[src/rtl/pmsp_pkg.sv]
// Constants for the power monitor serial port: register map, field layout and timing.
// Assumes a 100 MHz system clock; every timing count is derived from that period.
// How it works
// - Two three-level address pins, each high, low or open, select one of nine target addresses.
// - Each incoming data bit is taken when the filtered serial clock rises.
// - The master keeps the serial clock at or below 400 kHz, which the sampling rate covers.
// - Serial clock or data held low for the stuck-bus time resets the serial state machine.
// - Pulses on serial clock or data shorter than the spike width are ignored.
// - Acknowledge and read data leave only on the separate open-drain data output pin.
// - The inverted-output variant pulls the data output pin low for a released bit.
// - Multi-function pins one and two are open-drain output, logic input or converter input.
// - Pin three as conversion-ready latches low or pulses low for 16 us or 128 us on new data.
// - Pin four as alert pulls low on faults whose alert enable bit is set.
// - Pins three and four also work as plain output, logic input or converter input.
// - Converters stay disabled while the internal low supply is below the 2.5 V lockout level.
// - Conversion-ready flags that new results exist and alert flags that a fault occurred.
package pmsp_pkg;
   localparam int CLK_PERIOD_NS = 10;
   localparam int SCL_MAX_KHZ = 400;
   localparam int SPIKE_MIN_NS = 50;
   localparam int SPIKE_CYC = (SPIKE_MIN_NS + CLK_PERIOD_NS - 1) / CLK_PERIOD_NS;
   localparam int STUCK_MIN_MS = 25;
   localparam int STUCK_CYC = (STUCK_MIN_MS * 1000000 + CLK_PERIOD_NS - 1) / CLK_PERIOD_NS;
   localparam int DR_SHORT_US = 16;
   localparam int DR_SHORT_CYC = DR_SHORT_US * 1000 / CLK_PERIOD_NS;
   localparam int DR_LONG_US = 128;
   localparam int DR_LONG_CYC = DR_LONG_US * 1000 / CLK_PERIOD_NS;
   localparam int UVLO_MV = 2500;
   localparam logic [6:0] ADDR_BASE = 7'h50;
   localparam logic [4:0] OFS_CTRL = 5'h00;
   localparam logic [4:0] OFS_STATUS = 5'h04;
   localparam logic [4:0] OFS_IRQ_STATUS = 5'h08;
   localparam logic [4:0] OFS_IRQ_ENABLE = 5'h0C;
   localparam logic [4:0] OFS_IRQ_CLEAR = 5'h10;
   localparam logic [4:0] OFS_LATCH_CLEAR = 5'h14;
   localparam logic [15:0] CTRL_RESET = 16'h0000;
   localparam int CTRL_MODE_POS = 0;
   localparam int CTRL_DR_LONG_POS = 8;
   localparam int CTRL_DR_LATCH_POS = 9;
   localparam int CTRL_CONV_EN_POS = 10;
   localparam int CTRL_OUT_POS = 12;
   localparam int IRQ_W = 5;
   localparam int IRQ_START = 0;
   localparam int IRQ_STOP = 1;
   localparam int IRQ_STUCK = 2;
   localparam int IRQ_DATA = 3;
   localparam int IRQ_FAULT = 4;
   localparam logic [1:0] MODE_INPUT = 2'h0;
   localparam logic [1:0] MODE_OUTPUT = 2'h1;
   localparam logic [1:0] MODE_CONV = 2'h2;
   localparam logic [1:0] MODE_SPECIAL = 2'h3;
   typedef enum logic [2:0] {
      ST_IDLE = 3'b000,
      ST_ADDR = 3'b001,
      ST_ADDR_ACK = 3'b010,
      ST_WR = 3'b011,
      ST_WR_ACK = 3'b100,
      ST_RD = 3'b101,
      ST_RD_ACK = 3'b110,
      ST_WAIT = 3'b111
   } pmsp_state_t;
endpackage

[src/rtl/pmsp_line_if.sv]
// Carries one filtered serial line from its filter to the protocol logic.
// Assumes both ends run on the same system clock.
`timescale 1ns/1ps
`default_nettype none
interface pmsp_line_if;
   logic level;
   logic rise;
   logic fall;
   modport filt (output level, output rise, output fall);
   modport user (input level, input rise, input fall);
endinterface
`default_nettype wire

[src/rtl/pmsp_line_filter.sv]
// Two-stage synchroniser and spike filter for one serial bus pin.
// Assumes the pin is asynchronous to clk; the rise and fall outputs are edge pulses one cycle wide.
`timescale 1ns/1ps
`default_nettype none
module pmsp_line_filter (
   input wire logic clk,
   input wire logic sys_rst,
   input wire logic pin,
   pmsp_line_if.filt line
);
   logic meta_q;
   logic sync_q;
   logic level_q;
   logic rise_q;
   logic fall_q;
   logic [3:0] cnt_q;

   always_ff @(posedge clk) begin
      if (sys_rst) begin
         meta_q <= 1'b1;
         sync_q <= 1'b1;
      end else begin
         meta_q <= pin;
         sync_q <= meta_q;
      end
   end

   // A new level is accepted only after it has held for the full spike width.
   always_ff @(posedge clk) begin
      if (sys_rst) begin
         level_q <= 1'b1;
         cnt_q <= 4'h0;
         rise_q <= 1'b0;
         fall_q <= 1'b0;
      end else begin
         rise_q <= 1'b0;
         fall_q <= 1'b0;
         if (sync_q == level_q) begin
            cnt_q <= 4'h0;
         end else if (cnt_q == 4'(pmsp_pkg::SPIKE_CYC - 1)) begin
            cnt_q <= 4'h0;
            level_q <= sync_q;
            rise_q <= sync_q;
            fall_q <= ~sync_q;
         end else begin
            cnt_q <= cnt_q + 4'h1;
         end
      end
   end

   assign line.level = level_q;
   assign line.rise = rise_q;
   assign line.fall = fall_q;
endmodule
`default_nettype wire

[src/rtl/pmsp_serial_port.sv]
// Top of the power monitor serial port: two-wire target, multi-function pins and registers.
// Assumes Avalon-MM with waitrequest on clk; bus pins and strap comparators are asynchronous.
`timescale 1ns/1ps
`default_nettype none
module pmsp_serial_port #(
   parameter bit INVERTED_OUT = 1'b0,
   parameter int STUCK_CYC = pmsp_pkg::STUCK_CYC,
   parameter int DR_SHORT_CYC = pmsp_pkg::DR_SHORT_CYC,
   parameter int DR_LONG_CYC = pmsp_pkg::DR_LONG_CYC
) (
   input wire logic clk,
   input wire logic sys_rst,
   input wire logic [4:0] avs_address,
   input wire logic avs_read,
   input wire logic avs_write,
   input wire logic [31:0] avs_writedata,
   output logic [31:0] avs_readdata,
   output logic avs_waitrequest,
   output logic irq,
   input wire logic scl_pin,
   input wire logic serial_data_in_pin,
   output logic serial_data_out_pin_o,
   output logic serial_data_out_pin_oe_n,
   input wire logic addr_select_hi_pin_h,
   input wire logic addr_select_hi_pin_l,
   input wire logic addr_select_lo_pin_h,
   input wire logic addr_select_lo_pin_l,
   input wire logic [3:0] multi_pin_i,
   output logic [3:0] multi_pin_o,
   output logic [3:0] multi_pin_oe_n,
   output logic conversion_ready_out,
   output logic [3:0] converter_input_sel,
   output logic converter_enable,
   input wire logic internal_low_supply_ok,
   input wire logic data_available,
   input wire logic [7:0] fault_events,
   input wire logic [7:0] alert_enable,
   output logic [7:0] rx_data,
   output logic rx_valid,
   output logic rx_command,
   input wire logic [7:0] tx_data,
   output logic tx_req,
   output logic target_active
);
   pmsp_line_if lines [2] ();
   logic [1:0] raw_pins;
   logic [5:0] asy_in;
   logic [5:0] asy_meta_q;
   logic [5:0] asy_q;
   logic [6:0] own_addr;
   logic scl_rise;
   logic scl_fall;
   logic scl_lvl;
   logic sda_lvl;
   logic sda_rise;
   logic sda_fall;
   logic start_det;
   logic stop_det;
   logic stuck_hit;
   logic [21:0] stuck_q;
   pmsp_pkg::pmsp_state_t state_q;
   logic [2:0] bit_q;
   logic [7:0] shift_q;
   logic first_q;
   logic sda_drive_q;
   logic [15:0] ctrl_q;
   logic [pmsp_pkg::IRQ_W-1:0] irq_stat_q;
   logic [pmsp_pkg::IRQ_W-1:0] irq_en_q;
   logic [pmsp_pkg::IRQ_W-1:0] irq_evt;
   logic ack_q;
   logic req;
   logic wr_en;
   logic dr_latch_q;
   logic [13:0] dr_cnt_q;
   logic alert_q;
   logic fault_hit;
   logic [1:0] pin_mode [4];

   // Maps the two threshold comparators of a strap pin to low, open or high.
   function automatic logic [1:0] tri_level(input logic above_hi, input logic above_lo);
      tri_level = above_hi ? 2'h2 : (above_lo ? 2'h1 : 2'h0);
   endfunction

   assign raw_pins = {serial_data_in_pin, scl_pin};
   genvar gi;
   generate
      for (gi = 0; gi < 2; gi++) begin : g_line
         pmsp_line_filter u_filt (
            .clk(clk),
            .sys_rst(sys_rst),
            .pin(raw_pins[gi]),
            .line(lines[gi])
         );
      end
      for (gi = 0; gi < 4; gi++) begin : g_mode
         assign pin_mode[gi] = ctrl_q[pmsp_pkg::CTRL_MODE_POS + 2 * gi +: 2];
      end
   endgenerate

   assign scl_lvl = lines[0].level;
   assign scl_rise = lines[0].rise;
   assign scl_fall = lines[0].fall;
   assign sda_lvl = lines[1].level;
   assign sda_rise = lines[1].rise;
   assign sda_fall = lines[1].fall;
   assign start_det = sda_fall & scl_lvl;
   assign stop_det = sda_rise & scl_lvl;

   assign asy_in = {multi_pin_i, addr_select_lo_pin_h, addr_select_lo_pin_l};
   always_ff @(posedge clk) begin
      if (sys_rst) begin
         asy_meta_q <= 6'h00;
         asy_q <= 6'h00;
      end else begin
         asy_meta_q <= asy_in;
         asy_q <= asy_meta_q;
      end
   end

   logic [1:0] hi_meta_q;
   logic [1:0] hi_q;
   always_ff @(posedge clk) begin
      if (sys_rst) begin
         hi_meta_q <= 2'h0;
         hi_q <= 2'h0;
      end else begin
         hi_meta_q <= {addr_select_hi_pin_h, addr_select_hi_pin_l};
         hi_q <= hi_meta_q;
      end
   end

   // Nine strap settings give nine consecutive addresses starting at the base.
   assign own_addr = pmsp_pkg::ADDR_BASE + 7'(3 * tri_level(hi_q[1], hi_q[0]))
                     + 7'(tri_level(asy_q[1], asy_q[0]));

   // Either line held low too long frees a master that lost the bus mid-frame.
   always_ff @(posedge clk) begin
      if (sys_rst || (scl_lvl && sda_lvl) || stuck_hit) begin
         stuck_q <= 22'h000000;
      end else begin
         stuck_q <= stuck_q + 22'h000001;
      end
   end
   assign stuck_hit = (stuck_q == 22'(STUCK_CYC - 1));

   always_ff @(posedge clk) begin
      if (sys_rst) begin
         state_q <= pmsp_pkg::ST_IDLE;
         bit_q <= 3'h0;
         shift_q <= 8'h00;
         first_q <= 1'b0;
         rx_data <= 8'h00;
         rx_valid <= 1'b0;
         rx_command <= 1'b0;
         tx_req <= 1'b0;
      end else begin
         rx_valid <= 1'b0;
         tx_req <= 1'b0;
         if (stuck_hit || stop_det) begin
            state_q <= pmsp_pkg::ST_IDLE;
         end else if (start_det) begin
            state_q <= pmsp_pkg::ST_ADDR;
            bit_q <= 3'h0;
         end else if (scl_rise) begin
            case (state_q)
               pmsp_pkg::ST_ADDR: begin
                  shift_q <= {shift_q[6:0], sda_lvl};
                  bit_q <= bit_q + 3'h1;
                  if (bit_q == 3'h7) begin
                     if (shift_q[6:0] == own_addr) begin
                        state_q <= pmsp_pkg::ST_ADDR_ACK;
                        first_q <= 1'b1;
                        if (sda_lvl) begin
                           tx_req <= 1'b1;
                        end
                     end else begin
                        state_q <= pmsp_pkg::ST_WAIT;
                     end
                  end
               end
               pmsp_pkg::ST_ADDR_ACK: begin
                  state_q <= shift_q[0] ? pmsp_pkg::ST_RD : pmsp_pkg::ST_WR;
                  if (shift_q[0]) begin
                     shift_q <= tx_data;
                  end
               end
               pmsp_pkg::ST_WR: begin
                  shift_q <= {shift_q[6:0], sda_lvl};
                  bit_q <= bit_q + 3'h1;
                  if (bit_q == 3'h7) begin
                     state_q <= pmsp_pkg::ST_WR_ACK;
                     rx_data <= {shift_q[6:0], sda_lvl};
                     rx_valid <= 1'b1;
                     rx_command <= first_q;
                     first_q <= 1'b0;
                  end
               end
               pmsp_pkg::ST_WR_ACK: begin
                  state_q <= pmsp_pkg::ST_WR;
               end
               pmsp_pkg::ST_RD: begin
                  shift_q <= {shift_q[6:0], 1'b0};
                  bit_q <= bit_q + 3'h1;
                  if (bit_q == 3'h7) begin
                     state_q <= pmsp_pkg::ST_RD_ACK;
                  end
               end
               pmsp_pkg::ST_RD_ACK: begin
                  // A master nack ends the read; the bus is then left alone until the next start or stop.
                  if (sda_lvl) begin
                     state_q <= pmsp_pkg::ST_WAIT;
                  end else begin
                     state_q <= pmsp_pkg::ST_RD;
                     shift_q <= tx_data;
                     tx_req <= 1'b1;
                  end
               end
               default: begin
                  state_q <= state_q;
               end
            endcase
         end
      end
   end

   // The data output changes only after the clock falls, so hold time on the bus is met.
   always_ff @(posedge clk) begin
      if (sys_rst || stuck_hit || stop_det || start_det) begin
         sda_drive_q <= 1'b0;
      end else if (scl_fall) begin
         case (state_q)
            pmsp_pkg::ST_ADDR_ACK: sda_drive_q <= 1'b1;
            pmsp_pkg::ST_WR_ACK: sda_drive_q <= 1'b1;
            pmsp_pkg::ST_RD: sda_drive_q <= ~shift_q[7];
            default: sda_drive_q <= 1'b0;
         endcase
      end
   end

   assign serial_data_out_pin_o = 1'b0;
   assign serial_data_out_pin_oe_n = INVERTED_OUT ? sda_drive_q : ~sda_drive_q;
   assign target_active = (state_q != pmsp_pkg::ST_IDLE) && (state_q != pmsp_pkg::ST_WAIT);

   assign req = avs_read | avs_write;
   assign avs_waitrequest = req & ~ack_q;
   assign wr_en = avs_write & ack_q;
   always_ff @(posedge clk) begin
      if (sys_rst) begin
         ack_q <= 1'b0;
      end else begin
         ack_q <= req & ~ack_q;
      end
   end

   always_ff @(posedge clk) begin
      if (sys_rst) begin
         ctrl_q <= pmsp_pkg::CTRL_RESET;
         irq_en_q <= '0;
      end else if (wr_en) begin
         if (avs_address == pmsp_pkg::OFS_CTRL) begin
            ctrl_q <= avs_writedata[15:0];
         end
         if (avs_address == pmsp_pkg::OFS_IRQ_ENABLE) begin
            irq_en_q <= avs_writedata[pmsp_pkg::IRQ_W-1:0];
         end
      end
   end

   // Read data is loaded while waitrequest is high and stands at the accepting edge.
   always_ff @(posedge clk) begin
      if (sys_rst) begin
         avs_readdata <= 32'h00000000;
      end else if (avs_read && !ack_q) begin
         case (avs_address)
            pmsp_pkg::OFS_CTRL: avs_readdata <= {16'h0000, ctrl_q};
            pmsp_pkg::OFS_STATUS: avs_readdata <= {17'h00000, internal_low_supply_ok,
               alert_q, conversion_ready_out, target_active, own_addr, asy_q[5:2]};
            pmsp_pkg::OFS_IRQ_STATUS: avs_readdata <= {27'h0000000, irq_stat_q};
            pmsp_pkg::OFS_IRQ_ENABLE: avs_readdata <= {27'h0000000, irq_en_q};
            default: avs_readdata <= 32'h00000000;
         endcase
      end
   end

   assign fault_hit = |(fault_events & alert_enable);
   assign irq_evt = {fault_hit, data_available, stuck_hit, stop_det, start_det};
   // A new event in the clearing cycle survives the clear.
   always_ff @(posedge clk) begin
      if (sys_rst) begin
         irq_stat_q <= '0;
      end else if (wr_en && avs_address == pmsp_pkg::OFS_IRQ_CLEAR) begin
         irq_stat_q <= (irq_stat_q & ~avs_writedata[pmsp_pkg::IRQ_W-1:0]) | irq_evt;
      end else begin
         irq_stat_q <= irq_stat_q | irq_evt;
      end
   end
   assign irq = |(irq_stat_q & irq_en_q);

   always_ff @(posedge clk) begin
      if (sys_rst) begin
         dr_latch_q <= 1'b0;
         dr_cnt_q <= 14'h0000;
      end else begin
         if (data_available && ctrl_q[pmsp_pkg::CTRL_DR_LATCH_POS]) begin
            dr_latch_q <= 1'b1;
         end else if (wr_en && avs_address == pmsp_pkg::OFS_LATCH_CLEAR && avs_writedata[0]) begin
            dr_latch_q <= 1'b0;
         end
         if (data_available && !ctrl_q[pmsp_pkg::CTRL_DR_LATCH_POS]) begin
            dr_cnt_q <= ctrl_q[pmsp_pkg::CTRL_DR_LONG_POS] ? 14'(DR_LONG_CYC)
                        : 14'(DR_SHORT_CYC);
         end else if (dr_cnt_q != 14'h0000) begin
            dr_cnt_q <= dr_cnt_q - 14'h0001;
         end
      end
   end
   assign conversion_ready_out = dr_latch_q | (dr_cnt_q != 14'h0000);

   always_ff @(posedge clk) begin
      if (sys_rst) begin
         alert_q <= 1'b0;
      end else if (fault_hit) begin
         alert_q <= 1'b1;
      end else if (wr_en && avs_address == pmsp_pkg::OFS_LATCH_CLEAR && avs_writedata[1]) begin
         alert_q <= 1'b0;
      end
   end

   // Pins are open drain: a pin in input or converter mode is simply released.
   generate
      for (gi = 0; gi < 4; gi++) begin : g_pin
         logic pull_low;
         always_comb begin
            case (pin_mode[gi])
               pmsp_pkg::MODE_OUTPUT: pull_low = ~ctrl_q[pmsp_pkg::CTRL_OUT_POS + gi];
               pmsp_pkg::MODE_SPECIAL: begin
                  if (gi == 2) begin
                     pull_low = conversion_ready_out;
                  end else if (gi == 3) begin
                     pull_low = alert_q;
                  end else begin
                     pull_low = 1'b0;
                  end
               end
               default: pull_low = 1'b0;
            endcase
         end
         assign multi_pin_o[gi] = 1'b0;
         assign multi_pin_oe_n[gi] = ~pull_low;
         assign converter_input_sel[gi] = (pin_mode[gi] == pmsp_pkg::MODE_CONV);
      end
   endgenerate

   assign converter_enable = ctrl_q[pmsp_pkg::CTRL_CONV_EN_POS] & internal_low_supply_ok;
endmodule
`default_nettype wire

[config.mk]
export PLATFORM = sky130hd
export DESIGN_NAME = pmsp_serial_port
export DESIGN_NICKNAME = d
export VERILOG_FILES = /design/src/rtl/pmsp_pkg.sv /design/src/rtl/pmsp_line_if.sv /design/src/rtl/pmsp_line_filter.sv /design/src/rtl/pmsp_serial_port.sv
export SDC_FILE = /design/constraint.sdc
export NUM_CORES = 1
export LEC_CHECK = 0
export ABC_CLOCK_PERIOD_IN_PS = 3370
export BUFFER_PORTS_ARGS = -buffer_cell sky130_fd_sc_hd__buf_4
export CORE_UTILIZATION = 55
export DETAILED_ROUTE_END_ITERATION = 8
export HOLD_SLACK_MARGIN = 0.15
export PLACE_DENSITY = 0.9
export SYNTH_ARGS = -nofsm -noshare
export SYNTH_HDL_FRONTEND = slang
export SYNTH_HIERARCHICAL = 1
export SYNTH_SLANG_ARGS = --single-unit
[constraint.sdc]
create_clock -name clk -period 3.37 [get_ports clk]
set_clock_uncertainty 0.05 [all_clocks]
set_input_delay 0.1685 -clock clk [delete_from_list [all_inputs] [get_ports clk]]
set_output_delay 0.1685 -clock clk [all_outputs]
set_load 0.02 [all_outputs]
==> key figures, run 1 <==
Route
  • Iter 0 DRT Violations: 703
  • Vias per std cell: 5.62
  • Via count: between 5k and 6k
  • Final wirelength: 15,900 um
  • ANT nets after route: 0
  • DR top layer: met4
  • Met3 WL: ~950 um
  • Drt first pass iters: 5
  • WL/cell: about 16 um
  • DR WL met2: 8000 um
  • DRC Markers: 0
  • M1 wire length: between 6000 and 7000 um

Worst setup path
  • Critical path class: register to register
  • CP cell instances: or2_2, ha_1, ha_1, xor2_1, nor3_1, nand3_1, or4_1, a211oi_1
  • Crit path launch type: register
  • Slowest stage cell, crit path: or4_1
  • Worst EP required: 3.65 ns
  • Max incr delay on CP: 0.44 ns
  • CP arrival: 2.99 ns
  • Endpoint class of the critical path: register
  • CP top delay family: simple AND/OR/NAND/NOR gates
  • Worst path bufs/invs: 0
  • CP max FO: 5
  • Most frequent CP cell: ha_1

Timing
  • RSZ-0062 raised after global routing: no
  • Setup TNS: 0 ns
  • Period utilization: 80.4%
  • Min Tclk post-route: ~2.7 ns
  • Max-slew violation count: 0
  • Hold Fails Final Rpt: 0
  • Slew margin rel.: 34.5%
  • Achievable Freq: ~370 MHz
  • Setup-failing EPs final: 0
  • Hold_ws: 0.169 ns
  • Slew @ Worst Pin: approximately 1 ns

Logic synthesis
  • Netlist cell types: 68
  • YS warnings: 6
  • Most used DFF post-synth: dfxtp_1
  • Count leader, synth: dfxtp_1
  • Post-Syn Area: 0.00644 mm^2
  • Top cells by area, synth: dfxtp_1 44%, nor2_1 6.2%, mux2i_1 4.7%, nand2_1 3.0%, xor2_1 3.0%
  • Asr flop ratio synth: 0%
  • Sequential element share of the synthesized area: 44.1%
  • Gate Count Post-Synth: approximately 700
  • Synth Register Bits: 142
  • Syn Area/Cell: 9.18 um^2
  • Largest area contributor in the netlist: dfxtp_1
  • Most frequent cells after synthesis: 142 x dfxtp_1, 106 x nor2_1, 52 x nand2_1
  • Number of synthesized flops with an enable pin: 0
  • Synth top area share: 44.1%

CTS
  • TritonCTS Buffers: 17
  • Post-CTS setup buffers: 0
  • CTS tree: built
  • H-tree depth: 4
  • CTS sink cnt: 142
  • Clock insertion delay at the later pin of the skew report: ~0.42 ns
  • Worst-path clk slew: ~0.060 ns
  • CTS resizes: 0
  • Clk root buf: clkbuf_16
  • # hold bufs at CTS: 43
  • CTS max path bufs: 2

Global route
  • Residual overflow from global routing: 0
  • Vias in the first global route: 5,110
  • Pin count of the biggest net entering global routing: ~100
  • Antenna violations before repair: 0
  • Tot GR Track Use: between 20% and 30%
  • Global-route wire length before repair: 24,400 um

Final layout
  • Area grow syn2layout: 27.2%
  • Design area: 0.00819 mm^2
  • Finished Core Util: 71.7%
  • Multi-input gate area: 0.00326 mm^2
  • Storage cell area: 0.00284 mm^2
  • Fillers: 793
  • Layout cells sized above 1: 19.1%
  • Layout Nets: roughly 920
  • Antenna diode count: 0

Placement
  • HPWL after DPL: between 9000 and 10,000 um
  • GPL Wtd Cong: between 0.8 and 0.9
  • PortBufs: 101
  • Area after DPL: a little over 0.007 mm^2

Floorplan
  • Die width: 110 um
  • CORE AREA: 0.0114 mm^2
  • Num rows: 39
  • Vert. Die Dim: between 100 and 150 um
  • DIE AREA: 0.0121 mm^2
  • Top-Level Pins: about 140
  • Starting Density: approximately 56%

Min path
  • Hold Crit Class: input port to register

Status
  • Outcome: complete, no violations

Pwr
  • Maximum VDD drop: 0.000536 V
  • Pleak: 3.24 nW
  • Pwr Density: a little over 500 mW/mm^2

Job
  • Max Cap Viol: 0
==> state kept, by name, indices dropped and copies added, names as in the netlist, 2 cells and up <==
name / flops
g_line.u_filt/line.rise: 2
rx_data: 8
ctrl_q: 16
state_q: 3
hi_q: 2
irq_stat_q: 5
g_line.u_filt/sync_q: 2
g_line.u_filt/line.level: 2
g_line.u_filt/line.fall: 2
hi_meta_q: 2
irq_en_q: 5
shift_q: 8
bit_q: 3
asy_q: 6
avs_readdata: 16
g_line.u_filt/cnt_q: 8
asy_meta_q: 6
g_line.u_filt/meta_q: 2
stuck_q: 22
dr_cnt_q: 14
==> power by group <==
part / switching [mW] / leakage, nW / internal (mW)
Sequential: 0.0371 / 1.15 / 1.72
Combinational: 0.209 / 1.78 / 0.189
Clock: 0.697 / 0.299 / 1.27
Total: 0.944 / 3.24 / 3.18
==> cell families (layout without fill, tap and decap cells) <==
family | Yosys count | in the layout | share of synthesized area [%]
AND/OR/NAND/NOR | 290 | 290 | 23.6
flip-flops | 142 | 142 | 44.1
AO/OA/AOI/OAI | 110 | 110 | 11.5
buffers and inverters | 72 | 198 | 6.43
XOR/XNOR | 41 | 41 | 5.79
multiplexers | 35 | 35 | 6.41
adder cells (fa/ha/maj) | 11 | 11 | 2.14
other | 1 | 21 | 0.0582
==> cell usage in the layout (no fill, tap or decap), drive strengths merged, types with 5 or more instances in the layout <==
cell,count
a22oi,17
dlygate4sd3,43
nand2b,5
nand3,23
buf,104
mux2i,30
mux4,5
xor2,22
clkbuf,21
or2,6
nor3,13
ha,11
a211oi,13
nor4,10
dfxtp,142
xnor2,18
a21oi,33
inv,20
o21ai,12
nor2,109
conb,21
nand3b,9
nand4,8
a31oi,9
nor2b,24
nand2,52
nor4b,6
==> metrics by stage <==
| step | power (mW) | setup slack (ns) | std cells |
|---|---|---|---|
| after floorplan | 2.04 | 0.958 | 722 |
| after global placement | 2.13 | 0.805 | 917 |
| after detailed placement | 2.14 | 0.734 | 917 |
| after CTS | 4.13 | 0.692 | 991 |
| after global routing | 4.26 | 0.534 | 991 |
| final | 4.13 | 0.662 | 991 |
==> per-layer routing <==
metal / track usage (%) / up-vias
li1: - / 2671
met1: 30.6 / 2618
met2: 45.7 / 234
met3: 6.82 / 50
met4: 11.0 / 0
met5: 0 / -
==> worst paths after layout <==
check | start | to | slack [ns] | cells after the start
worst min register to register | g_line[0].u_filt/meta_q | g_line[0].u_filt/sync_q | 0.36 | 1
worst max register to register | hi_q[1] | tx_req | 0.66 | 8
worst max-delay path | hi_q[1] | tx_req | 0.66 | 8
worst min-delay path | avs_address[1] | alert_q | 0.17 | 5
==> final cells by class <==
class | instances | share of cell area [%]
Multi-Input combinational cell | 508 | 39.8
Sequential cell | 142 | 34.7
Timing Repair Buffer | 147 | 14.8
Clock buffer | 21 | 5.62
Tap cell | 143 | 2.18
Clock inverter | 10 | 1.99
Inverter | 20 | 0.917
==> worst reg2reg max path: stages (launching register included) <==
cell and delay, ns:
dfxtp_1 0.35, or2_2 0.31, ha_1 0.29, ha_1 0.35
xor2_1 0.17, nor3_1 0.25, nand3_1 0.19, or4_1 0.44
a211oi_1 0.23
Power figures use the tool's default switching activity.
==> run 2, diff against run 1 <==
Settings changed: ABC_CLOCK_PERIOD_IN_PS 3370 to 2800.
Clock period 3.37 ns to 2.8 ns, I/O delays scaled along.
==> key figures, run 2 (synthesis gave the netlist of run 1 again) <==
Timing
  • Setup-failing EPs final: 0 (unchanged)
  • Hold Fails Final Rpt: 0 (unchanged)
  • Min Tclk post-route: 2.71 ns (about the same)
  • Hold_ws: 0.277 ns (was 0.169 ns)
  • Setup TNS: 0 ns (unchanged)
  • Slew margin rel.: 31.5% (was 34.5%)
  • RSZ-0062 raised after global routing: no (unchanged)
  • Achievable Freq: 369 MHz (about the same)
  • Period utilization: 96.8% (was 80.4%)
  • Setup ws final: 0.0906 ns (was 0.662 ns)
  • Slew @ Worst Pin: 1.02 ns (was 0.983 ns)
  • Max-slew violation count: 0 (unchanged)

Worst setup path
  • RR Startpoint: ack_q (was hi_q[1])
  • Reg2Reg Depth: 6 (was 8)
  • Endpoint class of the critical path: register (unchanged)
  • Worst reg-to-reg setup slack: 0.09 ns (was 0.66 ns)
  • CP max FO: 7 (was 5)
  • Worst R2R End: irq_stat_q[3] (was tx_req)
  • Crit path launch type: register (unchanged)
  • Critical path class: register to register (unchanged)
  • Worst EP required: 3.04 ns (was 3.65 ns)
  • Crit path launch: ack_q (was hi_q[1])
  • CP arrival: 2.95 ns (was 2.99 ns)

Placement
  • HPWL after DPL: 9830 um (was 9710 um)
  • Dpl cells: 925 (was 917)
  • GPL Wtd Cong: 0.857 (was 0.854)
  • Place WS: 0.161 ns (was 0.734 ns)
  • PortBufs: 101 (unchanged)
  • Area after DPL: 0.00720 mm^2 (was 0.00714 mm^2)

Final layout
  • Area grow syn2layout: 31.7% (was 27.2%)
  • Layout Nets: 946 (was 924)
  • Most frequent cells in the layout: 142 x dfxtp_1, 112 x buf_4, 106 x nor2_1 (was 142 x dfxtp_1, 106 x nor2_1, 104 x buf_4)
  • Antenna diode count: 0 (unchanged)
  • Layout Cells excl Fill: 1,014 (was 991)
  • Most common cell after layout, fill and taps aside: dfxtp_1 (unchanged)
  • Layout cells sized above 1: 20.6% (was 19.1%)
  • Finished Core Util: 74.3% (was 71.7%)
  • Largest Register: stuck_q (unchanged)
  • Biggest regs: stuck_q: 22 flops, avs_readdata: 16 flops, ctrl_q: 16 flops (unchanged)
  • Multi-input gate area: 0.00330 mm^2 (was 0.00326 mm^2)
  • Design area: 0.00848 mm^2 (was 0.00819 mm^2)
  • Max reg flops: 22 (unchanged)
  • Fillers: 720 (was 793)
  • Storage cell area: 0.00284 mm^2 (unchanged)

Floorplan
  • CORE AREA: 0.0114 mm^2 (unchanged)
  • Die width: 110 um (unchanged)
  • DIE AREA: 0.0121 mm^2 (unchanged)
  • Vert. Die Dim: 110 um (unchanged)
  • Num rows: 39 (unchanged)
  • Top-Level Pins: 139 (unchanged)
  • Starting Density: 56.4% (unchanged)

Route
  • DRC Markers: 0 (unchanged)
  • Via count: 5,918 (was 5,573)
  • Vias per std cell: 5.84 (was 5.62)
  • Final wirelength: 18,100 um (was 15,900 um)
  • Iter 0 DRT Violations: 718 (was 703)
  • ANT nets after route: 0 (unchanged)
  • DR top layer: met4 (unchanged)
  • DR WL met2: 8970 um (was 8000 um)
  • M1 wire length: 6810 um (was 6540 um)
  • Drt first pass iters: 5 (unchanged)
  • Met3 WL: 1300 um (was 952 um)
  • WL/cell: 17.9 um (was 16.1 um)

Pwr
  • Tot Pwr: 5.25 mW (was 4.13 mW)
  • Pleak: 3.38 nW (was 3.24 nW)
  • Maximum VDD drop: 0.000560 V (was 0.000536 V)
  • Pwr Density: 619 mW/mm^2 (was 504 mW/mm^2)

Global route
  • Tot GR Track Use: 29.8% (was 26.3%)
  • Pin count of the biggest net entering global routing: 53 (was 101)
  • Antenna violations before repair: 0 (unchanged)
  • Global-route wire length before repair: 26,900 um (was 24,400 um)
  • Residual overflow from global routing: 0 (unchanged)
  • Vias in the first global route: 5,545 (was 5,110)

CTS
  • Clock insertion delay at the later pin of the skew report: 0.44 ns (was 0.42 ns)
  • CTS sink cnt: 142 (unchanged)
  • Post-CTS setup buffers: 0 (unchanged)
  • Worst-path clk slew: 0.06 ns (about the same)
  • H-tree depth: 4 (unchanged)
  • Clk root buf: clkbuf_16 (unchanged)
  • TritonCTS Buffers: 17 (unchanged)
  • CTS max path bufs: 2 (unchanged)
  • CTS tree: built (unchanged)

Min path
  • Hold_sp: avs_address[3] (was avs_address[1])
  • Hold Crit Class: input port to register (unchanged)
  • Hold depth: 4 (was 5)
  • Worst hold endpoint: avs_readdata[12] (was alert_q)

Job
  • Max Cap Viol: 0 (unchanged)

Status
  • Outcome: complete, no violations (unchanged)
[run 2: cell types whose count changed in the layout (fill, tap and decap cells not counted), moves of 2 or more]
cell           previous run  this run
bufinv_16                 4         6
clkinv_4                  2         4
clkbuf_1                  2         0
buf_4                   104       112
dlygate4sd3_1            43        57
[run 2: area by class of cell]
class	count	area share (%)
inverter	20	0.885
timing repair buffer	169	16.6
clock buffer	18	5.18
clock inverter	14	2.83
tap	143	2.11
sequential	142	33.5
multi-input combinational	508	38.8
[run 2: worst max path at each step]
| stage | endpoint | slack, ns | cells past startpoint |
|---|---|---|---|
| finish | irq_stat_q[3] | 0.09 | 6 |
| global route | tx_req | 0.03 | 8 |
| CTS | tx_req | 0.07 | 8 |
| detailed placement | tx_req | 0.16 | 8 |
| global placement | tx_req | 0.26 | 8 |
| floorplan | tx_req | 0.39 | 8 |
[run 2: worst max-delay path: stages, from the launching register on]
cell and delay, ns:
dfxtp_1 0.44, nand4b_1 0.19, nor4_1 0.81, nand2_1 0.14
a21oi_1 0.22, dlygate4sd3_1 0.63, nor2_1 0.08
[run 2: where the power goes]
| group | total, mW | internal [mW] | leakage (nW) | switching (mW) |
|---|---|---|---|---|
| Clock | 2.61 | 1.69 | 0.326 | 0.911 |
| Combinational | 0.533 | 0.258 | 1.90 | 0.275 |
| Sequential | 2.12 | 2.07 | 1.15 | 0.0458 |
[run 2: what timing repair did]
| item | CTS | global route |
|---|---|---|
| gates resized for setup | 0 | 6 |
| endpoints found under the setup margin | 0 | 3 |
| hold endpoints to repair | 60 | 0 |
| hold buffers | 57 | 0 |
[run 2: layer usage]
layer | global-route usage (%) | vias to the layer above
met5 | 0 | -
met4 | 20.3 | 0
met3 | 8.88 | 101
met2 | 49.9 | 325
met1 | 32.7 | 2774
li1 | - | 2718
